===== config.mk =====
export PLATFORM = sky130hd
export DESIGN_NAME = bhc_top
export DESIGN_NICKNAME = d
export VERILOG_FILES = /design/src/rtl/bhc_abort_ctl.v /design/src/rtl/bhc_io_decode.v /design/src/rtl/bhc_top.v
export VERILOG_INCLUDE_DIRS = /design/src /design/src/rtl
export SDC_FILE = /design/constraint.sdc
export NUM_CORES = 1
export LEC_CHECK = 0
export BUFFER_PORTS_ARGS = -buffer_cell sky130_fd_sc_hd__clkbuf_2
export CORE_UTILIZATION = 42
export DETAILED_ROUTE_END_ITERATION = 7
export GPL_ROUTABILITY_DRIVEN = 0
export HOLD_SLACK_MARGIN = 0.08
export PLACE_DENSITY = 0.82
export SLEW_MARGIN = 0
export SYNTH_ARGS = -nofsm -noshare
export SYNTH_HDL_FRONTEND = slang
export SYNTH_SLANG_ARGS = --single-unit

===== constraint.sdc =====
create_clock -name aclk -period 5.7 [get_ports aclk]
set_clock_uncertainty 0.15 [all_clocks]
set_input_delay 0.57 -clock aclk [delete_from_list [all_inputs] [get_ports aclk]]
set_output_delay 0.57 -clock aclk [all_outputs]
set_load 0.03 [all_outputs]

===== src/rtl/bhc_regs.vh =====
// bridge header control register map and field constants
`ifndef BHC_REGS_VH
`define BHC_REGS_VH

// byte offsets on the register bus
`define BHC_OFF_CAP       12'h034
`define BHC_OFF_INTCTL    12'h03C
`define BHC_OFF_EVSTAT    12'h100
`define BHC_OFF_EVMASK    12'h104

// capability word
`define BHC_CAP_PTR_RST   8'h80

// interrupt/control word field positions
`define BHC_LINE_LSB      0
`define BHC_LINE_MSB      7
`define BHC_PIN_VAL       8'h00
`define BHC_CTL_LSB       16
`define BHC_CTL_MSB       22
`define BHC_CTL_PERR      0
`define BHC_CTL_SERR      1
`define BHC_CTL_ISA       2
`define BHC_CTL_VGA       3
`define BHC_CTL_RSVD      4
`define BHC_CTL_MAMODE    5
`define BHC_CTL_SRST      6
`define BHC_CTL_RST       7'h00
`define BHC_CTL_WMASK     7'h6F
`define BHC_LINE_RST      8'h00

// event status bits
`define BHC_EV_PERR       0
`define BHC_EV_SERR       1
`define BHC_EV_MABORT     2
`define BHC_EV_W          3

// axi responses
`define BHC_RESP_OKAY     2'h0
`define BHC_RESP_SLVERR   2'h2

// master abort read fill
`define BHC_MA_FILL       32'hFFFFFFFF

`endif


===== src/rtl/bhc_abort_ctl.v =====
// master abort completion and reporting
`include "bhc_regs.vh"

module bhc_abort_ctl (
	// clock and reset
	input  wire        aclk,
	input  wire        aresetn,
	// control
	input  wire        report_en,
	input  wire        serr_en,
	// abort event
	input  wire        ma_valid,
	input  wire        ma_is_read,
	input  wire        ma_ta_ok,
	// outcome
	output reg  [31:0] ma_rdata,
	output reg         ma_discard,
	output reg         ma_target_abort,
	output reg         ma_serr
);

	always @(posedge aclk) begin
		if (!aresetn) begin
			ma_rdata        <= 32'h00000000;
			ma_discard      <= 1'b0;
			ma_target_abort <= 1'b0;
			ma_serr         <= 1'b0;
		end else begin
			ma_discard      <= ma_valid && !report_en && !ma_is_read;
			ma_target_abort <= ma_valid && report_en && ma_ta_ok;
			ma_serr <= ma_valid && report_en && !ma_ta_ok && serr_en;
			if (ma_valid && ma_is_read && !report_en) begin
				ma_rdata <= `BHC_MA_FILL;
			end else if (ma_valid) begin
				ma_rdata <= 32'h00000000;
			end
		end
	end

endmodule // bhc_abort_ctl


===== src/rtl/bhc_io_decode.v =====
// isa alias and vga compatible address qualifiers
`include "bhc_regs.vh"

module bhc_io_decode (
	// control
	input  wire        isa_en,
	input  wire        vga_en,
	// i/o window
	input  wire [31:0] io_base,
	input  wire [31:0] io_limit,
	// addresses
	input  wire [31:0] dn_io_addr,
	input  wire [31:0] up_io_addr,
	input  wire [31:0] dn_mem_addr,
	// qualifiers
	output wire        dn_io_fwd,
	output wire        up_io_fwd,
	output wire        dn_vga_fwd
);

	function in_win;
		input [31:0] a;
		input [31:0] lo;
		input [31:0] hi;
		begin
			in_win = (a >= lo) && (a <= hi);
		end
	endfunction

	// last 768 bytes of a 1KB block, first 64KB only
	function isa_alias;
		input [31:0] a;
		begin
			isa_alias = (a[31:16] == 16'h0000) && (a[9:8] != 2'h0);
		end
	endfunction

	wire dn_in  = in_win(dn_io_addr, io_base, io_limit);
	wire up_in  = in_win(up_io_addr, io_base, io_limit);
	wire vga_io = (dn_io_addr[31:16] == 16'h0000) &&
		(((dn_io_addr[9:0] >= 10'h3B0) && (dn_io_addr[9:0] <= 10'h3BB)) ||
		((dn_io_addr[9:0] >= 10'h3C0) && (dn_io_addr[9:0] <= 10'h3DF)));
	wire vga_mem = (dn_mem_addr >= 32'h000A0000) &&
		(dn_mem_addr <= 32'h000BFFFF);

	assign dn_io_fwd  = (dn_in && !(isa_en && isa_alias(dn_io_addr))) ||
		(vga_en && vga_io);
	assign up_io_fwd  = !up_in || (isa_en && isa_alias(up_io_addr));
	assign dn_vga_fwd = vga_en && vga_mem;

endmodule // bhc_io_decode


===== src/rtl/bhc_top.v =====
// bridge header control registers with axi4-lite slave
//
// Chosen here: the AXI4-Lite register port.
`include "bhc_regs.vh"

////////////////////////////////////////////////////////////////////////////
// What this block does
// capability pointer reads 80h, read-only
// interrupt line is plain read/write storage
// firmware writes FFh to interrupt line
// interrupt pin field reads zero, read-only
// bit 16 enables secondary parity reporting
// bit 17 forwards secondary system error upstream
// isa bit blocks downstream alias i/o addresses
// isa mode forwards secondary alias i/o upstream
// isa clear forwards whole i/o window
// bit 19 forwards vga ranges regardless
// bit 20 reserved, reads zero
// abort mode clear: ffffffff reads, drop writes
// abort mode set: target abort or serr
// bit 22 clear releases secondary reset
// bit 22 set holds secondary reset
// control bits reset zero, ro writes ignored
module bhc_top (
	// clock and reset
	input  wire        aclk,
	input  wire        aresetn,
	// axi4-lite write address
	input  wire [11:0] s_axi_awaddr,
	input  wire        s_axi_awvalid,
	output wire        s_axi_awready,
	// axi4-lite write data
	input  wire [31:0] s_axi_wdata,
	input  wire [3:0]  s_axi_wstrb,
	input  wire        s_axi_wvalid,
	output wire        s_axi_wready,
	// axi4-lite write response
	output wire [1:0]  s_axi_bresp,
	output wire        s_axi_bvalid,
	input  wire        s_axi_bready,
	// axi4-lite read address
	input  wire [11:0] s_axi_araddr,
	input  wire        s_axi_arvalid,
	output wire        s_axi_arready,
	// axi4-lite read data
	output wire [31:0] s_axi_rdata,
	output wire [1:0]  s_axi_rresp,
	output wire        s_axi_rvalid,
	input  wire        s_axi_rready,
	// i/o window from the address window registers
	input  wire [31:0] io_base,
	input  wire [31:0] io_limit,
	// datapath decode requests
	input  wire        dn_io_valid,
	input  wire [31:0] dn_io_addr,
	input  wire        up_io_valid,
	input  wire [31:0] up_io_addr,
	input  wire        dn_mem_valid,
	input  wire [31:0] dn_mem_addr,
	// datapath decode answers
	output wire        dn_io_forward,
	output wire        up_io_forward,
	output wire        dn_vga_forward,
	// master abort from datapath
	input  wire        ma_valid,
	input  wire        ma_is_read,
	input  wire        ma_ta_ok,
	input  wire        primary_system_error_out_enable,
	// master abort outcome
	output wire [31:0] ma_rdata,
	output wire        ma_discard,
	output wire        ma_target_abort,
	// secondary pins
	input  wire        sec_parity_err_in_n,
	input  wire        secondary_system_error_in_n,
	output wire        sec_bus_reset_out_n,
	// secondary parity report to datapath
	output wire        sec_parity_report,
	// primary open-drain system error
	output wire        primary_system_error_out_n,
	output wire        primary_system_error_out_oe,
	// interrupt
	output wire        irq
);

	////////////////////////////////////////////////////////////////////
	// register state

	reg  [7:0]           line_r;
	reg  [6:0]           ctl_r;
	reg  [`BHC_EV_W-1:0] ev_stat_r;
	reg  [`BHC_EV_W-1:0] ev_mask_r;

	wire perr_mode = ctl_r[`BHC_CTL_PERR];
	wire serr_fwd  = ctl_r[`BHC_CTL_SERR];
	wire isa_mode  = ctl_r[`BHC_CTL_ISA];
	wire vga_mode  = ctl_r[`BHC_CTL_VGA];
	wire ma_mode   = ctl_r[`BHC_CTL_MAMODE];
	wire srst_mode = ctl_r[`BHC_CTL_SRST];

	////////////////////////////////////////////////////////////////////
	// axi4-lite write channel

	reg         aw_got_r;
	reg  [11:0] aw_addr_r;
	reg         w_got_r;
	reg  [31:0] w_data_r;
	reg  [3:0]  w_strb_r;
	reg         bvalid_r;
	reg  [1:0]  bresp_r;

	assign s_axi_awready = !aw_got_r && !bvalid_r;
	assign s_axi_wready  = !w_got_r && !bvalid_r;
	assign s_axi_bvalid  = bvalid_r;
	assign s_axi_bresp   = bresp_r;

	wire wr_do = aw_got_r && w_got_r && !bvalid_r;

	function [7:0] merge8;
		input [7:0] old;
		input [7:0] nw;
		input       en;
		begin
			merge8 = en ? nw : old;
		end
	endfunction

	function known_addr;
		input [11:0] a;
		begin
			known_addr = (a == `BHC_OFF_CAP) || (a == `BHC_OFF_INTCTL) ||
				(a == `BHC_OFF_EVSTAT) || (a == `BHC_OFF_EVMASK);
		end
	endfunction

	always @(posedge aclk) begin
		if (!aresetn) begin
			aw_got_r  <= 1'b0;
			aw_addr_r <= 12'h000;
			w_got_r   <= 1'b0;
			w_data_r  <= 32'h00000000;
			w_strb_r  <= 4'h0;
			bvalid_r  <= 1'b0;
			bresp_r   <= `BHC_RESP_OKAY;
		end else begin
			if (s_axi_awvalid && s_axi_awready) begin
				aw_got_r  <= 1'b1;
				aw_addr_r <= {s_axi_awaddr[11:2], 2'h0};
			end
			if (s_axi_wvalid && s_axi_wready) begin
				w_got_r  <= 1'b1;
				w_data_r <= s_axi_wdata;
				w_strb_r <= s_axi_wstrb;
			end
			if (wr_do) begin
				aw_got_r <= 1'b0;
				w_got_r  <= 1'b0;
				bvalid_r <= 1'b1;
				bresp_r  <= known_addr(aw_addr_r) ?
					`BHC_RESP_OKAY : `BHC_RESP_SLVERR;
			end else if (bvalid_r && s_axi_bready) begin
				bvalid_r <= 1'b0;
			end
		end
	end

	////////////////////////////////////////////////////////////////////
	// control and line registers

	wire       wr_intctl = wr_do && (aw_addr_r == `BHC_OFF_INTCTL);
	wire [7:0] ctl_byte  = merge8({1'b0, ctl_r}, w_data_r[23:16],
		w_strb_r[2]);

	always @(posedge aclk) begin
		if (!aresetn) begin
			line_r <= `BHC_LINE_RST;
			ctl_r  <= `BHC_CTL_RST;
		end else if (wr_intctl) begin
			line_r <= merge8(line_r, w_data_r[7:0], w_strb_r[0]);
			// reserved bit 20 never stores; byte 1 and pointer ignored
			ctl_r  <= ctl_byte[6:0] & `BHC_CTL_WMASK;
		end
	end

	always @(posedge aclk) begin
		if (!aresetn) begin
			ev_mask_r <= {`BHC_EV_W{1'b0}};
		end else if (wr_do && (aw_addr_r == `BHC_OFF_EVMASK) &&
			w_strb_r[0]) begin
			ev_mask_r <= w_data_r[`BHC_EV_W-1:0];
		end
	end

	////////////////////////////////////////////////////////////////////
	// axi4-lite read channel

	reg         rvalid_r;
	reg  [31:0] rdata_r;
	reg  [1:0]  rresp_r;
	reg  [31:0] rd_word;
	reg  [1:0]  rd_resp;

	assign s_axi_arready = !rvalid_r;
	assign s_axi_rvalid  = rvalid_r;
	assign s_axi_rdata   = rdata_r;
	assign s_axi_rresp   = rresp_r;

	// unmapped reads answer zero with slverr
	always @* begin
		rd_word = 32'h00000000;
		rd_resp = `BHC_RESP_OKAY;
		if ({s_axi_araddr[11:2], 2'h0} == `BHC_OFF_CAP) begin
			rd_word = {24'h000000, `BHC_CAP_PTR_RST};
		end else if ({s_axi_araddr[11:2], 2'h0} == `BHC_OFF_INTCTL) begin
			rd_word = {9'h000, ctl_r, `BHC_PIN_VAL, line_r};
		end else if ({s_axi_araddr[11:2], 2'h0} == `BHC_OFF_EVSTAT) begin
			rd_word = {29'h00000000, ev_stat_r};
		end else if ({s_axi_araddr[11:2], 2'h0} == `BHC_OFF_EVMASK) begin
			rd_word = {29'h00000000, ev_mask_r};
		end else begin
			rd_resp = `BHC_RESP_SLVERR;
		end
	end

	always @(posedge aclk) begin
		if (!aresetn) begin
			rvalid_r <= 1'b0;
			rdata_r  <= 32'h00000000;
			rresp_r  <= `BHC_RESP_OKAY;
		end else if (s_axi_arvalid && s_axi_arready) begin
			rvalid_r <= 1'b1;
			rdata_r  <= rd_word;
			rresp_r  <= rd_resp;
		end else if (rvalid_r && s_axi_rready) begin
			rvalid_r <= 1'b0;
		end
	end

	////////////////////////////////////////////////////////////////////
	// pin synchronisers: three stages, change taken when 2 and 3 agree

	reg [1:0] pin_s1_r;
	reg [1:0] pin_s2_r;
	reg [1:0] pin_s3_r;
	reg [1:0] pin_q_r;
	reg       perr_q_d_r;

	always @(posedge aclk) begin
		if (!aresetn) begin
			pin_s1_r   <= 2'h3;
			pin_s2_r   <= 2'h3;
			pin_s3_r   <= 2'h3;
			pin_q_r    <= 2'h3;
			perr_q_d_r <= 1'b1;
		end else begin
			pin_s1_r <= {secondary_system_error_in_n, sec_parity_err_in_n};
			pin_s2_r <= pin_s1_r;
			pin_s3_r <= pin_s2_r;
			if (pin_s2_r[0] == pin_s3_r[0]) begin
				pin_q_r[0] <= pin_s3_r[0];
			end
			if (pin_s2_r[1] == pin_s3_r[1]) begin
				pin_q_r[1] <= pin_s3_r[1];
			end
			perr_q_d_r <= pin_q_r[0];
		end
	end

	wire sec_serr_act = !pin_q_r[1];
	// parity error counted once per assertion
	wire perr_seen    = perr_q_d_r && !pin_q_r[0];

	////////////////////////////////////////////////////////////////////
	// address qualifiers

	wire dec_dn_io;
	wire dec_up_io;
	wire dec_vga;

	bhc_io_decode u_dec (
		.isa_en     (isa_mode),
		.vga_en     (vga_mode),
		.io_base    (io_base),
		.io_limit   (io_limit),
		.dn_io_addr (dn_io_addr),
		.up_io_addr (up_io_addr),
		.dn_mem_addr(dn_mem_addr),
		.dn_io_fwd  (dec_dn_io),
		.up_io_fwd  (dec_up_io),
		.dn_vga_fwd (dec_vga)
	);

	reg dn_io_fwd_r;
	reg up_io_fwd_r;
	reg dn_vga_fwd_r;

	always @(posedge aclk) begin
		if (!aresetn) begin
			dn_io_fwd_r  <= 1'b0;
			up_io_fwd_r  <= 1'b0;
			dn_vga_fwd_r <= 1'b0;
		end else begin
			dn_io_fwd_r  <= dn_io_valid && dec_dn_io;
			up_io_fwd_r  <= up_io_valid && dec_up_io;
			dn_vga_fwd_r <= dn_mem_valid && dec_vga;
		end
	end

	assign dn_io_forward  = dn_io_fwd_r;
	assign up_io_forward  = up_io_fwd_r;
	assign dn_vga_forward = dn_vga_fwd_r;

	////////////////////////////////////////////////////////////////////
	// master abort handling

	wire ma_serr_req;

	bhc_abort_ctl u_abort (
		.aclk           (aclk),
		.aresetn        (aresetn),
		.report_en      (ma_mode),
		.serr_en        (primary_system_error_out_enable),
		.ma_valid       (ma_valid),
		.ma_is_read     (ma_is_read),
		.ma_ta_ok       (ma_ta_ok),
		.ma_rdata       (ma_rdata),
		.ma_discard     (ma_discard),
		.ma_target_abort(ma_target_abort),
		.ma_serr        (ma_serr_req)
	);

	////////////////////////////////////////////////////////////////////
	// system error, parity report and secondary reset outputs

	reg serr_drive_r;
	reg perr_rep_r;
	reg srst_n_r;

	always @(posedge aclk) begin
		if (!aresetn) begin
			serr_drive_r <= 1'b0;
			perr_rep_r   <= 1'b0;
			srst_n_r     <= 1'b1;
		end else begin
			// primary error pin held while forwarded, pulsed on abort
			serr_drive_r <= (serr_fwd && sec_serr_act) || ma_serr_req;
			perr_rep_r   <= perr_mode && perr_seen;
			srst_n_r     <= !srst_mode;
		end
	end

	assign primary_system_error_out_n  = 1'b0;
	assign primary_system_error_out_oe = serr_drive_r;
	assign sec_parity_report           = perr_rep_r;
	assign sec_bus_reset_out_n         = srst_n_r;

	////////////////////////////////////////////////////////////////////
	// event status, write one to clear; a new event beats the clear

	wire [`BHC_EV_W-1:0] ev_set = {ma_valid && ma_mode,
		serr_fwd && sec_serr_act, perr_mode && perr_seen};
	wire [`BHC_EV_W-1:0] ev_clr = (wr_do && (aw_addr_r == `BHC_OFF_EVSTAT)
		&& w_strb_r[0]) ? w_data_r[`BHC_EV_W-1:0] : {`BHC_EV_W{1'b0}};

	always @(posedge aclk) begin
		if (!aresetn) begin
			ev_stat_r <= {`BHC_EV_W{1'b0}};
		end else begin
			ev_stat_r <= (ev_stat_r & ~ev_clr) | ev_set;
		end
	end

	assign irq = |(ev_stat_r & ev_mask_r);

endmodule // bhc_top

==> results of run 1 <==
==> power by group <==
| group | switching [mW] | internal (mW) |
|---|---|---|
| registers | 0.0162 | 0.614 |
| logic | 0.246 | 0.169 |
| clock network | 0.223 | 0.318 |
==> worst max-delay path by stage <==
stage | startpoint | to | cells after the start | slack, ps
floorplan | io_limit[26] | up_io_forward$_SDFF_PN0_ | 7 | 3360
global placement | io_limit[30] | dn_io_forward$_SDFF_PN0_ | 9 | 2950
detailed placement | io_limit[30] | dn_io_forward$_SDFF_PN0_ | 9 | 2850
CTS | io_limit[30] | dn_io_forward$_SDFF_PN0_ | 9 | 3210
global route | io_limit[31] | dn_io_forward$_SDFF_PN0_ | 9 | 3010
finish | io_limit[29] | dn_io_forward$_SDFF_PN0_ | 9 | 2950
==> logic make-up (layout without fill, tap and decap cells) <==
| family | Yosys count | count (layout) | share of synthesized area (%) |
|---|---|---|---|
| other | 1 | 22 | 0.0555 |
| adders and majority gates | 128 | 128 | 23.7 |
| and+or+nand+nor | 275 | 275 | 21.4 |
| muxes | 14 | 14 | 2.13 |
| buffers and inverters | 138 | 341 | 10.8 |
| DFF | 85 | 85 | 25.2 |
| AOI/OAI and AO/OA | 169 | 169 | 16.7 |
==> area by class of cell <==
class,count,area (sq um)
diodes,1,2.50
clock buffers,13,260
clock inverters,3,20.0
fillers,1516,7240
inverters,68,255
multi-input cells,607,4400
flip-flops and latches,85,1700
well taps,211,264
repair buffers,257,1290
==> flip-flops by register name, summed over array words and instances, names as in the netlist, 2 cells and up <==
register,count
s_axi_rdata,14
w_data_r,14
aw_addr_r,10
line_r,8
ctl_r,6
ev_mask_r,3
ev_stat_r,3
pin_q_r,2
pin_s1_r,2
pin_s2_r,2
pin_s3_r,2
w_strb_r,2
==> metrics by stage <==
stage | utilization [%] | cell area, sq um | worst slack [ps] | hold WS, ps
floorplan | - | 6830 | 3360 | 221
global placement | 51.3 | 7910 | 2950 | 245
detailed placement | 51.3 | 7910 | 2850 | 247
CTS | 53.1 | 8190 | 3210 | 256
global route | 53.1 | 8190 | 3010 | 266
finish | 53.1 | 8190 | 2950 | 259
==> synth_stat cells (22+ instances only) <==
cell type	count	share of area, %
buf_4	52	5.8
nor2b_1	22	2.0
a21oi_1	44	3.3
a21boi_0	37	4.1
nor2_1	23	1.3
dfxtp_1	85	25
nand3_1	28	2.1
nand2_1	103	5.7
inv_1	68	3.8
ha_1	128	24
nand4_1	28	2.6
==> layer usage <==
layer / share of wire, % / GRT usage [%]
met5: 0 / 0
met3: 7.1 / 4.66
met4: 1.9 / 6.37
met2: 44 / 35.1
met1: 47 / 31.3
==> flow_metrics.py, run 1 <==
metrics = {
    "run_status": {
        "outcome": "completed",
    },
    "min_path": {
        "min_path_type": "flop to flop",
        "hold_end": "pin_s2_r[0]$_SDFF_PN1_",
        "worstHoldStart": "pin_s1_r[0]$_SDFF_PN1_",
        "hold_depth": 1,
    },
    "route": {
        "drc_errors": 0,
        "wl_per_cell_microns": 14.8,
        "vias_per_cell": 5.13,
        "dr.pass1.iters": 5,
        "ant_nets": 0,
        "wl_mm": 18.5,
        "dr_total_vias": 6381,
        "drt_iter0_drc": 329,
    },
    "power_and_ir_drop": {
        "p_leak_nw": 4.22,
        "power.total_mw": 1.59,
        "vdd_ir_drop_max_uv": 158,
        "p_per_area_mw_per_mm2": 194,
    },
    "clock_network": {
        "cts_sinks": 85,
        "ctsResizeCount": 0,
        "clock_path_buffers": 2,
        "cts_setup_buffers": 0,
        "clkSlewWorstSetupHoldPaths_ps": 60,
        "htreeDepth": 3,
        "insertion_delay_ps": 330,
        "cts_tree": "done",
        "hold_buffers": 0,
        "root_buffer": "clkbuf_16",
        "cts_buffers": 9,
    },
    "synth": {
        "avgSynthCellArea_sq_um": 8.34,
        "synth_warnings": 0,
        "async_flop_share_pct": 0,
        "ys.flop_type": "dfxtp_1",
        "ys_types": 56,
        "netlist_instances": 810,
        "synth_edf_count": 0,
        "ys_seq_elements": 85,
        "netlist_area_sq_mm": 0.00675,
        "seq_area_frac_synth_pct": 25.2,
    },
    "timing": {
        "slew_headroom_pct": 40.1,
        "min_period_ps": 2750,
        "fin_tns_setup_ps": 0,
        "hold_violations": 0,
        "drv_slew": 0,
        "finalSetupViolCount": 0,
        "rsz0062_at_grt": "no",
        "layout_worst_path_cycle_share_pct": 48.3,
        "worst_pin_slew_ps": 890,
        "fmax_mhz": 363,
    },
    "critical_path": {
        "reg2reg_slack_ps": 3490,
        "max_stage_delay_ps": 790,
        "critPathLaunchType": "input port",
        "reg2regPathDepth": 6,
        "end_kind": "flop",
        "crit_family": "simple AND/OR/NAND/NOR gates",
        "cp.buffers_inverters": 2,
        "r2r-start": "aw_addr_r[6]$_SDFFE_PN0P_",
        "path_cells": "clkbuf_2 > inv_1 > ha_1 > and4_1 > nand2_1 > nor4_1 > o41ai_1 > o211ai_1 > a32oi_1",
        "cp_slowest_cell": "nor4_1",
        "rr_endpoint": "ctl_r[3]$_SDFFE_PN0P_",
        "worstPathArrival_ps": 2790,
        "worst_ep_required_time_ps": 5740,
        "critical_path_class": "input port to flop",
        "crit_fanout": 2,
    },
    "global_route": {
        "antenna_found_initial": 0,
        "grt_pass1_vias": 6022,
        "grt_pass1_wl_mm": 29.4,
        "grt_max_degree": 84,
        "grtUsageTotal_pct": 22.6,
        "grt-ovfl-total": 0,
    },
    "floorplan": {
        "rows": 45,
        "dieArea_sq_mm": 0.0166,
        "die_w_microns": 129,
        "core_sq_mm": 0.0154,
        "start_util_pct": 43.8,
        "ios": 319,
        "die_h_microns": 129,
    },
    "layout": {
        "final_nets": 1392,
        "fin_cells": 1245,
        "area_growth_pct": 21.3,
        "layout_commonest_cell": "clkbuf_2",
        "final_cell_mix": "clkbuf_2 (256), ha_1 (128), nand2_1 (103)",
        "drive_gt1_share_pct": 27.3,
    },
    "placement": {
        "dpl.cell_count": 1228,
        "io_buffers": 256,
        "dpl.hpwl_mm": 15.8,
    },
    "job": {
        "maxCapViolCount": 0,
    },
}
(Power assumes the default switching activity.)
==> run 2: changes to the inputs <==
--- a/config.mk
+++ b/config.mk
@@ -11,7 +11,7 @@
 export DETAILED_ROUTE_END_ITERATION = 7
 export GPL_ROUTABILITY_DRIVEN = 0
 export HOLD_SLACK_MARGIN = 0.08
-export PLACE_DENSITY = 0.82
+export PLACE_DENSITY = 0.85
 export SLEW_MARGIN = 0
 export SYNTH_ARGS = -nofsm -noshare
 export SYNTH_HDL_FRONTEND = slang
==> constraint.sdc (replaced) <==
create_clock -name aclk -period 2.3 [get_ports aclk]
set_clock_uncertainty 0.15 [all_clocks]
set_input_delay 0.23 -clock aclk [delete_from_list [all_inputs] [get_ports aclk]]
set_output_delay 0.23 -clock aclk [all_outputs]
set_load 0.03 [all_outputs]
==> flow_metrics.py, run 2 (same netlist as run 1, synthesis figures left out) <==
metrics = {
    "run_status": {
        "outcome": "completed",
    },
    "timing": {
        "min_period_ps": 2020,
        "fmax_mhz": 494,
        "drv_slew": 0,
        "fin_tns_setup_ps": 0,
        "layout_worst_path_cycle_share_pct": 88.0,
        "worst_pin_slew_ps": 713,
        "slew_headroom_pct": 52.4,
        "hold_violations": 0,
        "finalSetupViolCount": 0,
        "rsz0062_at_grt": "no",
        "whs_ps": 115,
    },
    "critical_path": {
        "end_kind": "flop",
        "crit_fanout": 1,
        "critical_path_class": "input port to flop",
        "path_cells": "dlygate4sd3_1 > clkbuf_2 > nand4b_1 > dlygate4sd3_1 > nor2_1 > dlygate4sd3_1",
        "max_stage_delay_ps": 570,
        "critPathLaunchType": "input port",
        "cp_slowest_cell": "dlygate4sd3_1",
        "crit_top_cell": "dlygate4sd3_1",
        "worst_ep_required_time_ps": 2380,
        "worstPathArrival_ps": 2100,
        "reg2reg_slack_ps": 280,
    },
    "layout": {
        "layout_commonest_cell": "clkbuf_2",
        "drive_gt1_share_pct": 27.3,
        "final_cell_mix": "clkbuf_2 (256), ha_1 (128), nand2_1 (103)",
        "area_growth_pct": 29.1,
        "fin_cells": 1297,
        "final_nets": 1445,
        "diodes": 0,
    },
    "floorplan": {
        "rows": 45,
        "ios": 319,
        "core_sq_mm": 0.0154,
        "dieArea_sq_mm": 0.0166,
        "die_w_microns": 129,
        "die_h_microns": 129,
        "start_util_pct": 43.8,
    },
    "global_route": {
        "grt_pass1_vias": 6221,
        "grtUsageTotal_pct": 23.0,
        "grt_pass1_wl_mm": 29.9,
        "antenna_found_initial": 0,
        "grt_max_degree": 82,
        "grt-ovfl-total": 0,
    },
    "route": {
        "dr_total_vias": 6696,
        "dr.pass1.iters": 5,
        "wl_mm": 19.2,
        "vias_per_cell": 5.16,
        "wl_per_cell_microns": 14.8,
        "drt_iter0_drc": 317,
        "drc_errors": 0,
        "ant_nets": 0,
    },
    "job": {
        "maxCapViolCount": 0,
    },
    "clock_network": {
        "cts_tree": "done",
        "cts_buffers": 9,
        "ctsResizeCount": 0,
        "clock_path_buffers": 2,
        "clkSlewWorstSetupHoldPaths_ps": 60,
        "root_buffer": "clkbuf_16",
        "htreeDepth": 3,
        "insertion_delay_ps": 340,
        "hold_buffers": 40,
        "cts_sinks": 85,
        "cts_setup_buffers": 0,
    },
    "power_and_ir_drop": {
        "p_leak_nw": 4.48,
        "vdd_ir_drop_max_uv": 356,
        "p_per_area_mw_per_mm2": 476,
        "power.total_mw": 4.15,
    },
    "placement": {
        "io_buffers": 256,
        "dpl.hpwl_mm": 15.8,
        "dpl.cell_count": 1241,
    },
    "min_path": {
        "min_path_type": "input port to flop",
    },
}
[run 2: report_power, final]
group / internal [mW] / switching (mW)
clock: 0.902 / 0.585
sequential: 1.52 / 0.0339
combinational: 0.469 / 0.637
total: 2.89 / 1.26
[run 2: routing by layer]
layer  GRT usage (%)  share of wire (%)  vias up
met5               0                  0        -
li1                -                  -     3368
met4            9.48                2.5        0
met2            35.6                 44      243
met3            4.78                6.6       40
met1            31.1                 47     3045
[run 2: layout make-up]
type                       count  area, sq um
clock buffer                  11          253
clock inverter                 5         57.6
fill                        1425         6710
inverter                      68          255
multi-input combinational    607         4400
sequential                    85         1700
tap                          211          264
timing repair buffer         310         1790
[run 2: stage by stage]
step / instance area [sq um] / util (%) / setup WS [ps]
3_3_place_gp: 8010 / 51.9 / 83.5
4_1_cts: 8720 / 56.5 / 256
3_5_place_dp: 8010 / 51.9 / 33.6
2_1_floorplan: 6830 / - / 238
6_report: 8720 / 56.5 / 275
5_1_grt: 8720 / 56.5 / 151
[run 2: path summary, 6_finish.rpt]
path / start / endpoint / depth (start not counted)
setup / recovery: dn_mem_addr[19] / dn_vga_forward$_SDFF_PN0_ / 6
setup reg to reg: aw_addr_r[6]$_SDFFE_PN0P_ / line_r[0]$_SDFFE_PN0P_ / 7
hold / removal: s_axi_araddr[3] / s_axi_rdata[7]$_SDFFE_PN0P_ / 4
hold reg to reg: pin_s1_r[1]$_SDFF_PN1_ / pin_s2_r[1]$_SDFF_PN1_ / 1
[run 2: critical path, delay by kind of cell]
| family | cells | cell delay [ps] |
|---|---|---|
| buffers and inverters | 4 | 1760 |
| AND/OR/NAND/NOR | 2 | 110 |
==> run 3: changes to the inputs <==
--- a/config.mk
+++ b/config.mk
@@ -7,12 +7,14 @@
 export NUM_CORES = 1
 export LEC_CHECK = 0
 export BUFFER_PORTS_ARGS = -buffer_cell sky130_fd_sc_hd__clkbuf_2
+export CAP_MARGIN = 20
 export CORE_UTILIZATION = 42
 export DETAILED_ROUTE_END_ITERATION = 7
 export GPL_ROUTABILITY_DRIVEN = 0
 export HOLD_SLACK_MARGIN = 0.08
-export PLACE_DENSITY = 0.85
+export PLACE_DENSITY = 0.86
 export SLEW_MARGIN = 0
 export SYNTH_ARGS = -nofsm -noshare
 export SYNTH_HDL_FRONTEND = slang
+export SYNTH_HIERARCHICAL = 1
 export SYNTH_SLANG_ARGS = --single-unit
==> constraint.sdc (replaced) <==
create_clock -name aclk -period 1.7 [get_ports aclk]
set_clock_uncertainty 0.15 [all_clocks]
set_input_delay 0.17 -clock aclk [delete_from_list [all_inputs] [get_ports aclk]]
set_output_delay 0.17 -clock aclk [all_outputs]
set_load 0.03 [all_outputs]
==> flow_metrics.py, run 3 <==
metrics = {
    "floorplan": {
        "start_util_pct": 43.3,
        "dieArea_sq_mm": 0.0163,
        "die_w_microns": 128,
        "core_sq_mm": 0.0153,
        "die_h_microns": 128,
        "rows": 45,
        "ios": 319,
    },
    "clock_network": {
        "clkSlewWorstSetupHoldPaths_ps": 70,
        "cts_buffers": 9,
        "insertion_delay_ps": 340,
        "root_buffer": "clkbuf_16",
        "clock_path_buffers": 2,
        "cts_tree": "done",
        "cts_sinks": 85,
        "htreeDepth": 3,
    },
    "layout": {
        "layout_commonest_cell": "clkbuf_2",
        "multi_input_area_sq_mm": 0.00505,
        "final_cell_mix": "clkbuf_2 (238), nand2_1 (111), buf_4 (108)",
        "fill_cells": 1089,
        "fin_cells": 1389,
        "diodes": 0,
        "drive_gt1_share_pct": 42.9,
        "area_growth_pct": 55.9,
        "seq_area_sq_mm": 0.00170,
        "fin_area_sq_mm": 0.0103,
        "post-route-util_pct": 67.5,
        "final_nets": 1537,
    },
    "timing": {
        "drv_slew": 0,
        "finalSetupViolCount": 22,
        "slew_headroom_pct": 35.6,
        "postLayoutSetupSlackWorst_ps": -680,
        "rsz0062_at_grt": "yes",
        "worst_pin_slew_ps": 957,
        "fmax_mhz": 420,
        "min_period_ps": 2380,
        "hold_violations": 0,
        "layout_worst_path_cycle_share_pct": 140,
    },
    "power_and_ir_drop": {
        "p_per_area_mw_per_mm2": 618,
        "p_leak_nw": 5.05,
        "vdd_ir_drop_max_uv": 644,
    },
    "global_route": {
        "grt_use_met2_pct": 52.9,
        "grtUsageTotal_pct": 29.1,
        "top_usage_layer": "met2",
        "grt-ovfl-total": 0,
        "gr-usage-met1_pct": 31.4,
        "antenna_found_initial": 1,
        "grt_max_degree": 34,
        "grt_pass1_wl_mm": 37.2,
        "grt_pass1_vias": 7631,
        "grt_util_met3_pct": 5.78,
    },
    "synth": {
        "ys_types": 63,
        "ys_seq_elements": 85,
        "seq_area_frac_synth_pct": 25.7,
        "yosysTopAreaCell": "dfxtp_1",
        "async_flop_share_pct": 0,
        "ys_top_cells_by_area": "dfxtp_1 (26%), ha_1 (24%), nand2_1 (6.4%), buf_4 (5.9%), a21oi_1 (5.8%)",
        "synth_edf_count": 0,
        "netlist_area_sq_mm": 0.00663,
        "avgSynthCellArea_sq_um": 8.34,
        "yosysTopAreaCellShare_pct": 25.7,
        "ys.flop_type": "dfxtp_1",
        "synth_warnings": 6,
        "synth_common_cells": "ha_1 (128), nand2_1 (113), dfxtp_1 (85)",
        "netlist_instances": 795,
        "synth_most_common_cell": "ha_1",
    },
    "critical_path": {
        "reg2regPathDepth": 5,
        "crit_fanout": 3,
        "end_kind": "flop",
        "r2r-start": "aw_addr_r[6]$_SDFFE_PN0P_",
        "path_cells": "clkbuf_2 > buf_4 > nor4_1 > nand4_1 > buf_4 > buf_4 > nor3_1 > a31o_1 > and3_1",
        "max_stage_delay_ps": 820,
        "crit_top_cell": "buf_4",
        "worstPathArrival_ps": 2510,
        "rr_endpoint": "ev_mask_r[0]$_SDFFE_PN0P_",
        "critical_path_class": "input port to flop",
        "worstSetupEndpoint": "dn_io_forward$_SDFF_PN0_",
        "worst_ep_required_time_ps": 1830,
        "critPathLaunchType": "input port",
        "crit_start": "dn_io_addr[20]",
        "cp_slowest_cell": "nor4_1",
        "reg2reg_slack_ps": -270,
    },
    "route": {
        "wl_mm": 29.6,
        "wl_per_cell_microns": 21.3,
        "vias_per_cell": 5.81,
        "dr.pass1.iters": 6,
        "drt_iter0_drc": 780,
        "drc_errors": 0,
        "ant_nets": 0,
        "dr_total_vias": 8069,
    },
    "run_status": {
        "outcome": "finished, violations left",
        "violations": "setup timing",
    },
    "placement": {
        "dpl_cell_area_sq_mm": 0.00891,
        "dpl.hpwl_mm": 17.6,
        "dpl.cell_count": 1321,
        "io_buffers": 256,
    },
    "min_path": {
        "min_path_type": "input port to flop",
        "worstHoldStart": "s_axi_araddr[2]",
        "hold_depth": 3,
    },
    "job": {
        "maxCapViolCount": 0,
    },
}
run 3: logic make-up (layout without fill, tap and decap cells):
kind of cell    count (synthesis)  after routing  synth area share (%)
compound gates                168            168                  16.3
buf+inv                       138            501                  10.8
mux                            20             20                  3.02
fa+ha+maj                     128            128                  24.2
flops                          85             85                  25.7
other cells                     1             21                0.0566
simple gates                  255            255                  20.0
run 3: per-stage QoR:
stage / setup TNS [ps] / worst slack (ps) / hold slack (ps) / power [mW]
after floorplan: -1030 / -142 / 90.7 / 3.21
after global placement: -3750 / -520 / 206 / 3.84
after detailed placement: -4270 / -526 / 209 / 3.91
after CTS: -3630 / -242 / 91.8 / 6.03
after global routing: -5700 / -641 / 91.2 / 6.64
final: -4500 / -680 / 101 / 6.38
run 3: final cells by class:
cell class                 instances  share of cell area [%]
clock buffer                       9                    2.18
clock inverter                     7                   0.726
inverter                          72                    2.93
multi-input combinational        592                    48.8
sequential                        85                    16.5
tap                              211                    2.55
timing repair buffer             413                    26.3
run 3: worst min path at each step:
stage	to	slack, ps
global placement	pin_s1_r[0]$_SDFF_PN1_	210
floorplan	u_abort/ma_serr$_SDFF_PN0_	90
finish	s_axi_rdata[1]$_SDFFE_PN0P_	100
global route	s_axi_rdata[1]$_SDFFE_PN0P_	90
CTS	s_axi_rdata[1]$_SDFFE_PN0P_	90
detailed placement	u_abort/ma_discard$_SDFF_PN0_	210
run 3: repair_timing:
action                                  4_1_cts  5_1_grt
gates resized for setup                      50       71
endpoints found under the hold margin        42        0
endpoints found under the setup margin       22       25
hold buffers                                 43        0
setup buffers                                 2        7
pin swaps                                    35       45
run 3: power breakdown:
group / switching (mW) / total, mW / internal [mW]
Sequential: 0.0444 / 2.10 / 2.06
Combinational: 1.27 / 2.30 / 1.03
Clock: 0.836 / 1.98 / 1.14
run 3: critical path: cells and delay by family:
| family | cells | cell delay, ps |
|---|---|---|
| simple gates | 4 | 1510 |
| buf+inv | 4 | 620 |
| compound gates | 1 | 210 |
run 3: layer usage:
| layer | part of all wire [%] | vias up |
|---|---|---|
| met5 | 0 | - |
| met4 | 6.8 | 0 |
| met3 | 11 | 245 |
| met2 | 47 | 621 |
| met1 | 34 | 3660 |
| li1 | - | 3543 |
